--- config.mk ---
export PLATFORM = sky130hd
export DESIGN_NAME = scg_top
export DESIGN_NICKNAME = d
export VERILOG_FILES = /design/src/hw/scg_pkg.sv /design/src/hw/scg_div_if.sv /design/src/hw/scg_div.sv /design/src/hw/scg_top.sv
export SDC_FILE = /design/constraint.sdc
export NUM_CORES = 1
export LEC_CHECK = 0
export BUFFER_PORTS_ARGS = -buffer_cell sky130_fd_sc_hd__buf_2
export CAP_MARGIN = 10
export CELL_PAD_IN_SITES_DETAIL_PLACEMENT = 1
export CELL_PAD_IN_SITES_GLOBAL_PLACEMENT = 1
export CORE_MARGIN = 2
export CORE_UTILIZATION = 41
export CTS_CLUSTER_DIAMETER = 50
export CTS_CLUSTER_SIZE = 16
export DETAILED_ROUTE_END_ITERATION = 8
export GPL_TIMING_DRIVEN = 0
export PLACE_DENSITY = 0.83
export SLEW_MARGIN = 20
export SYNTH_ARGS = -nofsm -noshare
export SYNTH_HDL_FRONTEND = slang
export SYNTH_SLANG_ARGS = --single-unit
--- constraint.sdc ---
create_clock -name clk -period 7.4 [get_ports clk]
set_clock_uncertainty 0.1 [all_clocks]
set_input_delay 1.48 -clock clk [delete_from_list [all_inputs] [get_ports clk]]
set_output_delay 1.48 -clock clk [all_outputs]
set_load 0.02 [all_outputs]
--- src/hw/scg_pkg.sv ---
// Package of constants and types for the system clock generation block.
package scg_pkg;
   // Register byte offsets.
   localparam logic [11:0] OFS_SYSTEM_CONTROL_REG0 = 12'h000;
   localparam logic [11:0] OFS_PLL_CONTROL_REG0    = 12'h004;
   localparam logic [11:0] OFS_PRESCALE_CONTROL    = 12'h008;
   localparam logic [11:0] OFS_CLOCK_STATUS        = 12'h00c;
   // Source select codes.
   localparam logic [1:0]  SEL_WAKEUP = 2'h0;
   localparam logic [1:0]  SEL_PLLPRE = 2'h2;
   localparam logic [1:0]  SEL_DIRECT = 2'h3;
   // Field positions in the PLL control register.
   localparam int          POS_VCO_BYPASS  = 0;
   localparam int          POS_PLL_REF_SEL = 1;
   localparam int          POS_BAND        = 2;
   localparam int          POS_PLL_INPUT_DIVIDER_FIELD        = 4;
   localparam int          POS_PLL_MULTIPLIER_FIELD        = 8;
   localparam int          POS_PLL_OUTPUT_DIVIDER_FIELD       = 16;
   // Field positions in the prescale control register.
   localparam int          POS_PRESCALER_DIVIDER_FIELD       = 0;
   localparam int          POS_PRE_SRC     = 16;
   // Values after reset.
   localparam logic [1:0]  RST_SOURCE_SELECT = 2'h0;
   localparam logic        RST_VCO_BYPASS    = 1'h1;
   localparam logic [9:0]  RST_PRESCALER_DIVIDER_FIELD         = 10'h000;
   localparam logic [3:0]  RST_PLL_INPUT_DIVIDER_FIELD          = 4'h0;
   localparam logic [7:0]  RST_PLL_MULTIPLIER_FIELD          = 8'h03;
   localparam logic [6:0]  RST_PLL_OUTPUT_DIVIDER_FIELD         = 7'h01;
   localparam logic [1:0]  RST_BAND          = 2'h0;
   // VCO half-period limits in clk cycles per band.
   localparam logic [1:0]  BAND_LOW       = 2'h0;
   localparam logic [1:0]  BAND_HIGH      = 2'h1;
   localparam logic [7:0]  BAND_LOW_MIN   = 8'h04;
   localparam logic [7:0]  BAND_LOW_MAX   = 8'h28;
   localparam logic [7:0]  BAND_HIGH_MIN  = 8'h02;
   localparam logic [7:0]  BAND_HIGH_MAX  = 8'h14;
   // Clock switch sequencer states.
   typedef enum logic [2:0] {
      SCG_RUN   = 3'h1,
      SCG_DRAIN = 3'h2,
      SCG_PARK  = 3'h4
   } scg_state_t;
endpackage : scg_pkg

--- src/hw/scg_div_if.sv ---
// Interface between the clock generator and each of its integer dividers.
`timescale 1ns/1ps
`default_nettype none
interface scg_div_if;
   logic        tick;
   logic        level;
   logic [10:0] ratio;
   logic        out;
   modport drv (output tick, output level, output ratio, input out);
   modport div (input tick, input level, input ratio, output out);
endinterface : scg_div_if
`default_nettype wire

--- src/hw/scg_div.sv ---
// Glitch-free integer clock divider with ratio taken at period boundary.
`timescale 1ns/1ps
`default_nettype none
module scg_div
   import scg_pkg::*;
(
   // Clock and reset
   input  wire logic clk,
   input  wire logic rst_b,
   // Divider port
   scg_div_if.div    d
);
   logic [10:0] cnt;
   logic [10:0] ratio_act;
   logic        div_q;

   // A new ratio is taken only at the wrap, so no period is ever cut short.
   always_ff @(posedge clk) begin
      if (!rst_b) begin
         cnt       <= 11'h000;
         ratio_act <= 11'h001;
         div_q     <= 1'b0;
      end else if (d.tick) begin
         if (cnt >= ratio_act - 11'h001) begin
            cnt       <= 11'h000;
            ratio_act <= d.ratio;
            div_q     <= (d.ratio > 11'h001);
         end else begin
            cnt   <= cnt + 11'h001;
            div_q <= (cnt + 11'h001) < (ratio_act >> 1);
         end
      end
   end

   // Ratio one passes the source level straight through.
   assign d.out = (ratio_act == 11'h001) ? d.level : div_q;
endmodule : scg_div
`default_nettype wire

--- src/hw/scg_top.sv ---
// System clock generator: source select, prescaler, digital PLL, APB registers.
//
// Decided for this implementation: the APB register port and the register offsets.
`timescale 1ns/1ps
`default_nettype none
module scg_top
   import scg_pkg::*;
(
   // Clock and reset
   input  wire logic        clk,
   input  wire logic        rst_b,
   // APB slave
   input  wire logic        psel,
   input  wire logic        penable,
   input  wire logic        pwrite,
   input  wire logic [11:0] paddr,
   input  wire logic [31:0] pwdata,
   output var  logic [31:0] prdata,
   output var  logic        pready,
   output var  logic        pslverr,
   // Clock sources, sampled as levels
   input  wire logic        direct_clock_input,
   input  wire logic        crystal_input,
   input  wire logic        internal_clock_input,
   input  wire logic        wakeup_clock_input,
   // Generated clock
   output var  logic        sys_clk
);
   ////////////////////////////////////////////////////////////////////////////
   logic [1:0]  clock_source_select;
   logic        vco_bypass;
   logic        pll_ref_select;
   logic [1:0]  vco_band_select;
   logic [3:0]  pll_input_divider_field;
   logic [7:0]  pll_multiplier_field;
   logic [6:0]  pll_output_divider_field;
   logic [9:0]  prescaler_divider_field;
   logic        prescale_src_select;
   logic [1:0]  act_sel;
   logic        act_bypass;
   logic        act_pre_src;
   logic        act_ref;
   scg_state_t  state;
   scg_state_t  next_state;
   logic        mux;
   logic        next_sys;
   logic        pll_on;
   logic        pll_locked;
   logic        xtal_q;
   logic        int_q;
   logic        cfg_change;
   logic        apb_go;

   scg_div_if pre ();
   scg_div_if k2 ();

   ////////////////////////////////////////////////////////////////////////////
   // APB register file with one wait state per access.
   assign apb_go = psel && penable && pready;

   always_ff @(posedge clk) begin
      if (!rst_b) begin
         pready <= 1'b0;
      end else begin
         pready <= psel && penable && !pready;
      end
   end

   always_ff @(posedge clk) begin
      if (!rst_b) begin
         clock_source_select      <= RST_SOURCE_SELECT;
         vco_bypass               <= RST_VCO_BYPASS;
         pll_ref_select           <= 1'b0;
         vco_band_select          <= RST_BAND;
         pll_input_divider_field  <= RST_PLL_INPUT_DIVIDER_FIELD;
         pll_multiplier_field     <= RST_PLL_MULTIPLIER_FIELD;
         pll_output_divider_field <= RST_PLL_OUTPUT_DIVIDER_FIELD;
         prescaler_divider_field  <= RST_PRESCALER_DIVIDER_FIELD;
         prescale_src_select      <= 1'b0;
      end else if (apb_go && pwrite) begin
         case (paddr)
            OFS_SYSTEM_CONTROL_REG0: begin
               clock_source_select <= pwdata[1:0];
            end
            OFS_PLL_CONTROL_REG0: begin
               vco_bypass               <= pwdata[POS_VCO_BYPASS];
               pll_ref_select           <= pwdata[POS_PLL_REF_SEL];
               vco_band_select          <= pwdata[POS_BAND +: 2];
               pll_input_divider_field  <= pwdata[POS_PLL_INPUT_DIVIDER_FIELD +: 4];
               pll_multiplier_field     <= pwdata[POS_PLL_MULTIPLIER_FIELD +: 8];
               pll_output_divider_field <= pwdata[POS_PLL_OUTPUT_DIVIDER_FIELD +: 7];
            end
            OFS_PRESCALE_CONTROL: begin
               prescaler_divider_field <= pwdata[POS_PRESCALER_DIVIDER_FIELD +: 10];
               prescale_src_select     <= pwdata[POS_PRE_SRC];
            end
            default: begin
            end
         endcase
      end
   end

   always_ff @(posedge clk) begin
      if (!rst_b) begin
         prdata  <= 32'h0000_0000;
         pslverr <= 1'b0;
      end else if (psel && penable && !pready) begin
         pslverr <= 1'b0;
         prdata  <= 32'h0000_0000;
         case (paddr)
            OFS_SYSTEM_CONTROL_REG0: prdata[1:0] <= clock_source_select;
            OFS_PLL_CONTROL_REG0: begin
               prdata[POS_VCO_BYPASS]     <= vco_bypass;
               prdata[POS_PLL_REF_SEL]    <= pll_ref_select;
               prdata[POS_BAND +: 2]      <= vco_band_select;
               prdata[POS_PLL_INPUT_DIVIDER_FIELD +: 4]      <= pll_input_divider_field;
               prdata[POS_PLL_MULTIPLIER_FIELD +: 8]      <= pll_multiplier_field;
               prdata[POS_PLL_OUTPUT_DIVIDER_FIELD +: 7]     <= pll_output_divider_field;
            end
            OFS_PRESCALE_CONTROL: begin
               prdata[POS_PRESCALER_DIVIDER_FIELD +: 10] <= prescaler_divider_field;
               prdata[POS_PRE_SRC]     <= prescale_src_select;
            end
            OFS_CLOCK_STATUS: begin
               prdata[5:0] <= {sys_clk, pll_locked, (state != SCG_RUN), act_bypass, act_sel};
            end
            default: pslverr <= 1'b1;
         endcase
      end
   end

   ////////////////////////////////////////////////////////////////////////////
   // Source edge detection.
   always_ff @(posedge clk) begin
      if (!rst_b) begin
         xtal_q <= 1'b0;
         int_q  <= 1'b0;
      end else begin
         xtal_q <= crystal_input;
         int_q  <= internal_clock_input;
      end
   end

   // Prescaler path.
   assign pre.level = act_pre_src ? internal_clock_input : crystal_input;
   assign pre.tick  = act_pre_src ? (internal_clock_input && !int_q)
                                  : (crystal_input && !xtal_q);
   assign pre.ratio = {1'b0, prescaler_divider_field} + 11'h001;

   scg_div u_pre_div (
      .clk   (clk),
      .rst_b (rst_b),
      .d     (pre.div)
   );

   ////////////////////////////////////////////////////////////////////////////
   // Digital PLL: reference divided by P, a counted VCO steered by a
   // frequency loop toward N VCO edges per divided reference period.
   logic        ref_rise;
   logic        ref_tick;
   logic [3:0]  p_cnt;
   logic [7:0]  vco_cnt;
   logic [7:0]  vco_half;
   logic        vco_clk;
   logic        vco_rise;
   logic [8:0]  vco_seen;
   logic [8:0]  n_ratio;
   logic [7:0]  band_min;
   logic [7:0]  band_max;

   assign pll_on   = (act_sel == SEL_PLLPRE) && !act_bypass;
   assign ref_rise = act_ref ? (internal_clock_input && !int_q)
                             : (crystal_input && !xtal_q);
   assign ref_tick = pll_on && ref_rise && (p_cnt >= pll_input_divider_field);
   assign n_ratio  = {1'b0, pll_multiplier_field} + 9'h001;
   assign vco_rise = pll_on && !vco_clk && (vco_cnt >= vco_half - 8'h01);
   assign band_min = (vco_band_select == BAND_HIGH) ? BAND_HIGH_MIN : BAND_LOW_MIN;
   assign band_max = (vco_band_select == BAND_HIGH) ? BAND_HIGH_MAX : BAND_LOW_MAX;

   always_ff @(posedge clk) begin
      if (!rst_b || !pll_on) begin
         p_cnt <= 4'h0;
      end else if (ref_rise) begin
         p_cnt <= ref_tick ? 4'h0 : p_cnt + 4'h1;
      end
   end

   always_ff @(posedge clk) begin
      if (!rst_b || !pll_on) begin
         vco_cnt <= 8'h00;
         vco_clk <= 1'b0;
      end else if (vco_cnt >= vco_half - 8'h01) begin
         vco_cnt <= 8'h00;
         vco_clk <= !vco_clk;
      end else begin
         vco_cnt <= vco_cnt + 8'h01;
      end
   end

   always_ff @(posedge clk) begin
      if (!rst_b || !pll_on) begin
         vco_seen <= 9'h000;
      end else if (ref_tick) begin
         vco_seen <= {8'h00, vco_rise};
      end else if (vco_rise && vco_seen != 9'h1ff) begin
         vco_seen <= vco_seen + 9'h001;
      end
   end

   // The loop moves the half period one cycle per divided reference period, so the
   // frequency slews instead of jumping; lock takes longer as the trade.
   always_ff @(posedge clk) begin
      if (!rst_b) begin
         vco_half   <= BAND_LOW_MAX;
         pll_locked <= 1'b0;
      end else if (!pll_on) begin
         vco_half   <= band_max;
         pll_locked <= 1'b0;
      end else if (ref_tick) begin
         pll_locked <= (vco_seen == n_ratio);
         if (vco_half > band_max) begin
            vco_half <= vco_half - 8'h01;
         end else if (vco_half < band_min) begin
            vco_half <= vco_half + 8'h01;
         end else if (vco_seen < n_ratio && vco_half > band_min) begin
            vco_half <= vco_half - 8'h01;
         end else if (vco_seen > n_ratio && vco_half < band_max) begin
            vco_half <= vco_half + 8'h01;
         end
      end
   end

   assign k2.tick  = vco_rise;
   assign k2.level = vco_clk;
   assign k2.ratio = {4'h0, pll_output_divider_field} + 11'h001;

   scg_div u_k2_div (
      .clk   (clk),
      .rst_b (rst_b),
      .d     (k2.div)
   );

   ////////////////////////////////////////////////////////////////////////////
   // Source multiplexer and glitch-free switch sequencer.
   always_comb begin
      case (act_sel)
         SEL_DIRECT: mux = direct_clock_input;
         SEL_PLLPRE: mux = act_bypass ? pre.out : k2.out;
         SEL_WAKEUP: mux = wakeup_clock_input;
         default:    mux = 1'b0;
      endcase
   end

   assign cfg_change = (clock_source_select != act_sel) || (vco_bypass != act_bypass) ||
                       (prescale_src_select != act_pre_src) || (pll_ref_select != act_ref);

   // The old source is let finish its high phase and the new one is joined
   // only while low, so no short pulse can reach the output.
   always_comb begin
      next_state = state;
      case (state)
         SCG_RUN:   if (cfg_change) next_state = SCG_DRAIN;
         SCG_DRAIN: if (!mux) next_state = SCG_PARK;
         SCG_PARK:  if (!mux) next_state = SCG_RUN;
         default:   next_state = SCG_RUN;
      endcase
   end

   assign next_sys = (state == SCG_PARK) ? 1'b0 : mux;

   always_ff @(posedge clk) begin
      if (!rst_b) begin
         state   <= SCG_RUN;
         sys_clk <= 1'b0;
      end else begin
         state   <= next_state;
         sys_clk <= next_sys;
      end
   end

   always_ff @(posedge clk) begin
      if (!rst_b) begin
         act_sel     <= RST_SOURCE_SELECT;
         act_bypass  <= RST_VCO_BYPASS;
         act_pre_src <= 1'b0;
         act_ref     <= 1'b0;
      end else if (state == SCG_DRAIN && !mux) begin
         act_sel     <= clock_source_select;
         act_bypass  <= vco_bypass;
         act_pre_src <= prescale_src_select;
         act_ref     <= pll_ref_select;
      end
   end
endmodule : scg_top
`default_nettype wire

==> flow_metrics.tcl, run 1 <==
set metrics [dict create \
    hold_path_class "reg -> reg" \
    totalWireLength_um 26000 \
    async_reset_ff_share_pct 0 \
    synthToLayoutAreaGrowth_pct 14.2 \
    die_w_um 152 \
    dpl_cell_area_mm2 0.00967 \
    post_cts_buffers 0 \
    ant_nets 0 \
    die_y_um 152 \
    p_sw_uw 625 \
    powerDensity_mw_per_mm2 201 \
    ctsResizeCount 0 \
    diodes 0 \
    io_pins 88 \
    cp-start-kind "register" \
    slew_violations 0 \
    slowest_delay_ns 0.54 \
    yosysSeqAreaShare_pct 32.6 \
    tightestPinTransition_ns 0.955 \
    place_worst_setup_slack_ns 3.19 \
    end_kind "register" \
    critical_path_class "reg -> reg" \
    start_util_pct 41.4 \
    place_congestion 0.868 \
    dr_total_vias 8321 \
    syn_area_mm2 0.00895 \
    fp.dieArea_mm2 0.0230 \
    cts_buffer_depth 2 \
    drv_cap 0 \
    status "finished clean" \
    fin_total_pwr_uw 2060 \
    netSwitchingFraction_pct 30.3 \
    max_freq_mhz 259 \
    post-route-period-util_pct 52.2 \
    path_clk_slew_ns 0.07 \
    cts_inserted_buffers 17 \
    p_int_uw 1430 \
    grt-ovfl-total 0 \
    std_cell_rows 54 \
    hpwl_um 19700 \
    crit_slowest_cell "a32oi_1" \
    crit_arrival_ns 4.11 \
    rsz0062_at_grt "false" \
    seqPwrFrac_pct 41.4 \
    layout-drive-gt1-share_pct 11.0 \
    cts_htree_levels 4 \
    ir_drop_v 0.000140 \
    firstDrtPassIters 5 \
    grt_pass1_wl_um 42100 \
    yosys_warnings 0 \
    finalCriticalPeriod_ns 3.86 \
    hold_violations 0 \
    grt_antenna_before_repair 0 \
    setup_viol 0 \
    wl_per_cell_um 17.5 \
    gr-usage-all-layers_pct 23.1 \
    drc 0 \
    synth_ff_type "dfxtp_1" \
    crit_top_cell "buf_2" \
    tns_ns 0 \
    cts_hold_buf 0 \
    cellLeakagePower_uw 0.00385 \
    synth_seq_cells 146 \
    root_buffer "clkbuf_16" \
    slew_headroom_pct 34.7 \
    portBuffers 68 \
    synth_area_per_cell_um2 8.14 \
    yosysUniqueCellTypes 68 \
    setup_slack_ns 3.54 \
    synth_edf_count 0 \
    grt_pass1_vias 8268 \
    cts.sinks 146 \
    insertion_delay_ns 0.43 \
    grt_max_degree 17 \
    clkPwrFrac_pct 40.6 \
    cts_tree "done" \
    critical_path.cell_chain "or3_1 -> nor3_1 -> nand3_1 -> xnor2_1 -> ha_1 -> nand4_1 -> nor2_1 -> a21oi_1 -> a32oi_1 -> nor2b_1 -> buf_2 -> buf_2 -> o31ai_1 -> a31oi_1" \
    crit_required_ns 7.65 \
    core_area_mm2 0.0216 \
    first_iter_violations 356 \
    syn_inst 1100 \
    fill_cells 2688 \
    vias_per_cell 5.60 \
    num-nets-final 1329 \
    final_area_mm2 0.0102 \
    whs_ns 0.367 \
    crit_fanout 10 \
    pwr-share-comb_pct 18.1 \
]
==> cells in the mapped netlist, types with 16 or more instances <==
cell	instances	area, um^2
nand2_1	105	394
dfxtp_1	146	2920
xnor2_1	57	499
a211oi_1	16	120
a21oi_1	77	385
nand3_1	53	265
mux2i_1	24	240
a22oi_1	27	203
nor3_1	37	185
o21ai_0	27	135
nor2_1	132	495
clkbuf_1	52	195
inv_1	44	165
ha_1	81	1010
xor2_1	30	263
==> power by group through the flow <==
stage / combinational (uW) / sequential, uW / clock (uW)
finish: 372 / 852 / 836
detailed placement: 373 / 867 / 0
global placement: 361 / 866 / 0
CTS: 377 / 851 / 850
global route: 418 / 856 / 885
floorplan: 279 / 858 / 0
==> layout by cell type, fill, tap and decap left out, types with 10 or more instances in the layout <==
master / n
dfxtp_1: 146
nor2_1: 132
nand2_1: 105
ha_1: 81
a21oi_1: 77
buf_2: 75
xnor2_1: 57
clkbuf_1: 54
nand3_1: 53
inv_1: 44
nor3_1: 37
xor2_1: 30
o21ai_0: 27
a22oi_1: 27
mux2i_1: 24
clkbuf_16: 17
a211oi_1: 16
nor4_1: 14
nand4_1: 12
nand2b_1: 11
or3_1: 10
o21a_1: 10
==> metal layers <==
layer	up-vias	part of all wire, %	track usage (%)
li1	4050	-	-
met1	4061	45	29.4
met2	166	50	40.0
met3	44	3.0	3.14
met4	0	2.5	8.29
met5	-	0	0
==> worst max-delay path, delay by kind of cell (launching register included) <==
kind | cells | cell delay, ns
AO/OA/AOI/OAI | 4 | 0.97
buffers and inverters | 2 | 0.51
flip-flops | 1 | 0.36
XOR/XNOR | 1 | 0.14
AND/OR/NAND/NOR | 6 | 1.41
adder cells (fa/ha/maj) | 1 | 0.28
==> cell families (layout without fill, tap and decap cells) <==
group                    count (synthesis)  after routing  share of synthesized area (%)
AND/OR/NAND/NOR                        434            434                           23.7
multiplexers                            30             30                           3.69
adder cells (fa/ha/maj)                 81             81                           11.3
other                                    1              9                         0.0419
XOR/XNOR                                87             87                           8.51
buffers and inverters                  114            213                           5.26
flip-flops                             146            146                           32.6
AO/OA/AOI/OAI                          207            207                           14.9
==> final cells by class <==
class	instances	area, um^2	share of cell area, %
Clock inverter	12	121	1.19
Tap cell	280	350	3.43
Multi-Input combinational cell	848	5590	54.6
Sequential cell	146	2920	28.6
Inverter	44	165	1.61
Clock buffer	19	433	4.23
Buffer	70	305	2.99
Timing Repair Buffer	68	340	3.33
==> through the flow <==
stage	utilization, %	std cells
6_report	47.3	1487
5_1_grt	47.3	1487
4_1_cts	47.3	1487
3_5_place_dp	44.7	1456
3_3_place_gp	44.7	1456
2_1_floorplan	-	1108
==> registers in the layout, summed over array words and instances (netlist names), 2 cells and up <==
register	count
act_sel	2
clock_source_select	2
p_cnt	4
pll_input_divider_field	4
pll_multiplier_field	8
pll_output_divider_field	7
prdata	23
prescaler_divider_field	10
state	3
u_k2_div.cnt	11
u_k2_div.ratio_act	8
u_pre_div.cnt	11
u_pre_div.ratio_act	11
vco_band_select	2
vco_cnt	8
vco_half	8
vco_seen	9
==> final timing paths <==
path                                      to  slack, ns                  startpoint  cells past startpoint
setup reg to reg             u_pre_div.div_q       3.54      u_pre_div.ratio_act[2]                     14
hold / removal    pll_input_divider_field[1]       0.37  pll_input_divider_field[1]                      2
setup / recovery             u_pre_div.div_q       3.54      u_pre_div.ratio_act[2]                     14
hold reg to reg   pll_input_divider_field[1]       0.37  pll_input_divider_field[1]                      2
No activity file was read; power rests on OpenSTA's default activity.
==> run 2, diff against run 1 <==
==> constraint.sdc (replaced) <==
create_clock -name clk -period 3.7 [get_ports clk]
set_clock_uncertainty 0.1 [all_clocks]
set_input_delay 0.74 -clock clk [delete_from_list [all_inputs] [get_ports clk]]
set_output_delay 0.74 -clock clk [all_outputs]
set_load 0.02 [all_outputs]
==> run 2 against run 1 <==
Against the previous run: count of clock-buffer cells in the layout unchanged; global-route usage hardly changed; register-to-register slack got worse by 3.3 ns; via count down 0.47%; maximum frequency rose by 11%; worst setup slack got worse by 3.3 ns; first-iteration DRC count rose by 8.1%.
==> flow_metrics.tcl, run 2 (synthesized netlist as in run 1, its figures left out) <==
set metrics [dict create \
    final_cell_mix "146 x dfxtp_1, 131 x nor2_1, 105 x nand2_1" \
    layout-drive-gt1-share_pct 12.0 \
    vias_per_cell 5.56 \
    cts_hold_buf 0 \
    r2r_end "vco_half[7]" \
    final_core_util_pct 47.6 \
    final_area_mm2 0.0103 \
    grt-ovfl-total 0 \
    firstDrtPassIters 4 \
    grt_pass1_vias 8271 \
    min_path_cells 2 \
    diodes 0 \
    slew_violations 0 \
    crit_slowest_cell "a211oi_2" \
    grt_max_degree 17 \
    cts.sinks 146 \
    top_register "prdata" \
    hold_violations 0 \
    start_util_pct 41.4 \
    path_clk_slew_ns 0.07 \
    worstHoldEndpoint "pll_input_divider_field[1]" \
    tns_ns 0 \
    totalWireLength_um 26100 \
    io_pins 88 \
    hp-start "pll_input_divider_field[1]" \
    std_cell_rows 54 \
    worst-r2r-cell-count 13 \
    r2r_slack_ns 0.24 \
    crit_required_ns 3.95 \
    rsz0062_at_grt "true" \
    critical_path_class "reg -> reg" \
    grt_antenna_before_repair 0 \
    final_cells 1489 \
    wl_per_cell_um 17.6 \
    post-route-period-util_pct 93.6 \
    gr-usage-all-layers_pct 23.1 \
    portBuffers 68 \
    ant_nets 0 \
    end_kind "register" \
    tightestPinTransition_ns 0.804 \
    crit_family "compound AO/OA/AOI/OAI gates" \
    cts_tree "done" \
    whs_ns 0.371 \
    insertion_delay_ns 0.43 \
    ir_drop_v 0.000277 \
    dp.cells 1456 \
    cts_buffer_depth 2 \
    drv_cap 0 \
    dpl_cell_area_mm2 0.00967 \
    hpwl_um 19700 \
    cts_htree_levels 4 \
    num-nets-final 1331 \
    crit_fanout 5 \
    drc 0 \
    powerDensity_mw_per_mm2 406 \
    finalCriticalPeriod_ns 3.46 \
    die_y_um 152 \
    cts_inserted_buffers 17 \
    crit_buf_inv 1 \
    synthToLayoutAreaGrowth_pct 15.0 \
    slowest_delay_ns 0.48 \
    fill_cells 2685 \
    root_buffer "clkbuf_16" \
    first_iter_violations 385 \
    slew_headroom_pct 45.0 \
    cp-start-kind "register" \
    cellLeakagePower_uw 0.00387 \
    place_congestion 0.868 \
    die_w_um 152 \
    core_area_mm2 0.0216 \
    startpoint "pll_multiplier_field[1]" \
    status "finished clean" \
    hold_path_class "reg -> reg" \
    final_common_cell "dfxtp_1" \
    largest_reg_flops 23 \
    grt_pass1_wl_um 42200 \
    dr_total_vias 8282 \
    reg2reg_from "pll_multiplier_field[1]" \
    critical_path.cell_chain "ha_1 -> nand3_1 -> nor2_1 -> xnor2_1 -> ha_1 -> a21oi_1 -> o21bai_1 -> a211oi_2 -> a221o_1 -> o211ai_1 -> buf_4 -> or3_1 -> a21oi_1" \
    crit_arrival_ns 3.72 \
    fp.dieArea_mm2 0.0230 \
    setup_viol 0 \
    max_freq_mhz 289 \
]
-- run 2: cell count changes in the layout (fill, tap and decap cells not counted), sizes merged --
cell    before  now
buf         86   89
clkbuf      71   70
-- run 2: layout make-up --
class                   count  area [um^2]  area share, %
clock inverters            12          121           1.18
well taps                 280          350           3.40
multi-input cells         848         5630           54.7
inverters                  44          165           1.60
repair buffers             71          363           3.53
clock buffers              19          433           4.21
plain buffers              69          303           2.94
flip-flops and latches    146         2920           28.4
-- run 2: metrics by stage --
step	worst slack, ns	power (uW)
4_1_cts	0.0276	4200
3_5_place_dp	-0.157	2480
3_3_place_gp	-0.155	2450
5_1_grt	-0.00289	4380
6_report	0.235	4180
2_1_floorplan	0.438	2270
-- run 2: routing by layer --
metal	part of all wire (%)	wire [um]	vias to the layer above	track usage, %
met5	0	0	-	0
met4	2.0	515	0	7.69
met3	2.7	712	35	3.11
met2	50	13100	128	40.3
met1	45	11800	4063	29.5
li1	-	-	4056	-
-- run 2: where the power goes --
part,switching (uW),internal [uW]
combinational,460,342
clock,737,936
sequential,81.0,1630
total,1280,2900
-- run 2: worst max path at each step --
stage	end	slack, ns	cells past startpoint
2_1_floorplan	u_pre_div.ratio_act[0]	0.44	14
3_3_place_gp	u_pre_div.ratio_act[0]	-0.16	14
3_5_place_dp	u_pre_div.ratio_act[0]	-0.16	14
4_1_cts	u_k2_div.cnt[4]	0.03	12
5_1_grt	vco_half[7]	-0.003	13
6_report	vco_half[7]	0.24	13
-- run 2: worst reg2reg max path, cell delays in order (launching register included) --
cell	delay (ns)
dfxtp_1	0.42
ha_1	0.23
nand3_1	0.13
nor2_1	0.19
xnor2_1	0.15
ha_1	0.27
a21oi_1	0.17
o21bai_1	0.10
a211oi_2	0.48
a221o_1	0.28
o211ai_1	0.19
buf_4	0.20
or3_1	0.34
a21oi_1	0.15
-- run 2: repair_timing --
action / CTS / global route
setup buffers: 1 / 2
gates cloned: 0 / 0
pin swaps: 1 / 2
gates resized for setup: 2 / 9
setup endpoints to repair: 14 / 45
==> run 3, diff against run 2 <==
--- a/config.mk
+++ b/config.mk
@@ -11,6 +11,7 @@
 export CELL_PAD_IN_SITES_GLOBAL_PLACEMENT = 1
 export CORE_MARGIN = 2
 export CORE_UTILIZATION = 41
+export CTS_BUF_LIST = sky130_fd_sc_hd__clkbuf_16
 export CTS_CLUSTER_DIAMETER = 50
 export CTS_CLUSTER_SIZE = 16
 export DETAILED_ROUTE_END_ITERATION = 8
==> run 3 against run 2 <==
Against the previous run: critical path depth unchanged; worst setup slack better by 0.0045 ns; count of clock-buffer cells in the layout shrank 2; non-clock buffer count did not move; largest cell class unchanged; largest power group unchanged; maximum frequency grew 0.13%; clock power barely moved.
==> flow_metrics.tcl, run 3 (synthesized netlist as in run 1, its figures left out) <==
set metrics [dict create \
    crit_fanout 5 \
    top_register "prdata" \
    vias_per_cell 5.56 \
    firstDrtPassIters 5 \
    grt_pass1_vias 8271 \
    largest_reg_flops 23 \
    cellLeakagePower_uw 0.00388 \
    slowest_delay_ns 0.47 \
    die_y_um 152 \
    startpoint "pll_multiplier_field[1]" \
    place_congestion 0.868 \
    dp.cells 1456 \
    first_iter_violations 385 \
    drv_cap 0 \
    reg2reg_from "pll_multiplier_field[1]" \
    seqPwrFrac_pct 40.9 \
    final_common_cell "dfxtp_1" \
    drc 0 \
    post-route-period-util_pct 93.5 \
    ant_nets 0 \
    r2r_slack_ns 0.24 \
    layout-drive-gt1-share_pct 12.0 \
    final_cell_mix "146 x dfxtp_1, 131 x nor2_1, 105 x nand2_1" \
    ir_drop_v 0.000279 \
    wl_per_cell_um 17.5 \
    setup_viol 0 \
    cts.sinks 146 \
    die_w_um 152 \
    cts_inserted_buffers 17 \
    totalWireLength_um 26100 \
    diodes 0 \
    cts_htree_levels 4 \
    insertion_delay_ns 0.43 \
    r2r_end "vco_half[7]" \
    hp-start "pll_input_divider_field[1]" \
    synthToLayoutAreaGrowth_pct 15.0 \
    final_area_mm2 0.0103 \
    hold_violations 0 \
    tightestPinTransition_ns 0.800 \
    slew_headroom_pct 45.3 \
    num-nets-final 1331 \
    fin_total_pwr_uw 4180 \
    pwr-share-comb_pct 19.2 \
    critical_path_class "reg -> reg" \
    root_buffer "clkbuf_16" \
    gr-usage-all-layers_pct 23.1 \
    status "finished clean" \
    cp-start-kind "register" \
    final_cells 1489 \
    grt_max_degree 17 \
    p_sw_uw 1280 \
    io_pins 88 \
    grt_pass1_wl_um 42200 \
    finalCriticalPeriod_ns 3.46 \
    cts_tree "done" \
    crit_arrival_ns 3.71 \
    rsz0062_at_grt "true" \
    dr_total_vias 8285 \
    netSwitchingFraction_pct 30.6 \
    cts_buffer_depth 2 \
    dpl_cell_area_mm2 0.00967 \
    crit_required_ns 3.95 \
    cts_hold_buf 0 \
    crit_end "vco_half[7]" \
    core_area_mm2 0.0216 \
    hpwl_um 19700 \
    p_int_uw 2900 \
    worst-r2r-cell-count 13 \
    whs_ns 0.369 \
    crit_slowest_cell "a211oi_2" \
    fp.dieArea_mm2 0.0230 \
    start_util_pct 41.4 \
    grt-ovfl-total 0 \
    clkPwrFrac_pct 40.0 \
    max_freq_mhz 289 \
    end_kind "register" \
    grt_antenna_before_repair 0 \
    critical_path.cell_chain "ha_1 -> nand3_1 -> nor2_1 -> xnor2_1 -> ha_1 -> a21oi_1 -> o21bai_1 -> a211oi_2 -> a221o_1 -> o211ai_1 -> buf_4 -> or3_1 -> a21oi_1" \
    std_cell_rows 54 \
    hold_path_class "reg -> reg" \
    powerDensity_mw_per_mm2 406 \
    slew_violations 0 \
    path_clk_slew_ns 0.07 \
    portBuffers 68 \
]
[run 3: cell types whose count changed in the layout (fill, tap and decap cells not counted)]
cell      delta
inv_1        +2
clkbuf_1     -2
[run 3: critical path, delay by kind of cell, from the launching register on]
kind	cells	cell delay (ns)
adders and majority gates	2	0.50
buffers and inverters	1	0.20
xor gates and xnor gates	1	0.15
AOI/OAI and AO/OA	6	1.36
DFF	1	0.42
and+or+nand+nor	3	0.66
[run 3: timing repair]
item / in CTS / in global routing
pin swaps: 1 / 2
setup endpoints to repair: 14 / 45
setup buffers: 1 / 2
resized for setup: 2 / 9
cloned: 0 / 0
[run 3: cell type report]
cell class                      instances  area (um^2)
Buffer                                 69          303
Clock buffer                           17          425
Clock inverter                         14          129
Fill cell                            2685        11300
Inverter                               44          165
Multi-Input combinational cell        848         5630
Sequential cell                       146         2920
Tap cell                              280          350
Timing Repair Buffer                   71          363
[run 3: how the worst min path moves through the flow]
stage,to,slack [ns],depth (start not counted)
2_1_floorplan,pll_input_divider_field[1],0.34,2
3_3_place_gp,pll_input_divider_field[1],0.35,2
3_5_place_dp,pll_input_divider_field[1],0.36,2
4_1_cts,pll_input_divider_field[1],0.37,2
5_1_grt,pll_input_divider_field[1],0.39,2
6_report,pll_input_divider_field[1],0.37,2
[run 3: metal layers]
metal / GRT usage [%] / up-vias / share of wire (%)
met4: 7.69 / 0 / 2.0
li1: - / 4055 / -
met2: 40.3 / 136 / 50
met1: 29.5 / 4056 / 45
met5: 0 / - / 0
met3: 3.11 / 38 / 2.5
[run 3: metrics by stage]
step	TNS (ns)	utilization (%)	worst slack [ns]
after floorplan	0	-	0.438
after global placement	-0.362	44.7	-0.155
after detailed placement	-0.456	44.7	-0.157
after CTS	0	47.4	0.0276
after global routing	-0.00298	47.6	-0.00298
final	0	47.6	0.240
[run 3: power groups by stage]
| stage | clock network [uW] | logic, uW | registers, uW |
|---|---|---|---|
| after CTS | 1700 | 799 | 1700 |
| after floorplan | 0 | 558 | 1720 |
| after global routing | 1770 | 895 | 1710 |
| after detailed placement | 0 | 746 | 1730 |
| final | 1670 | 801 | 1710 |
| after global placement | 0 | 722 | 1730 |
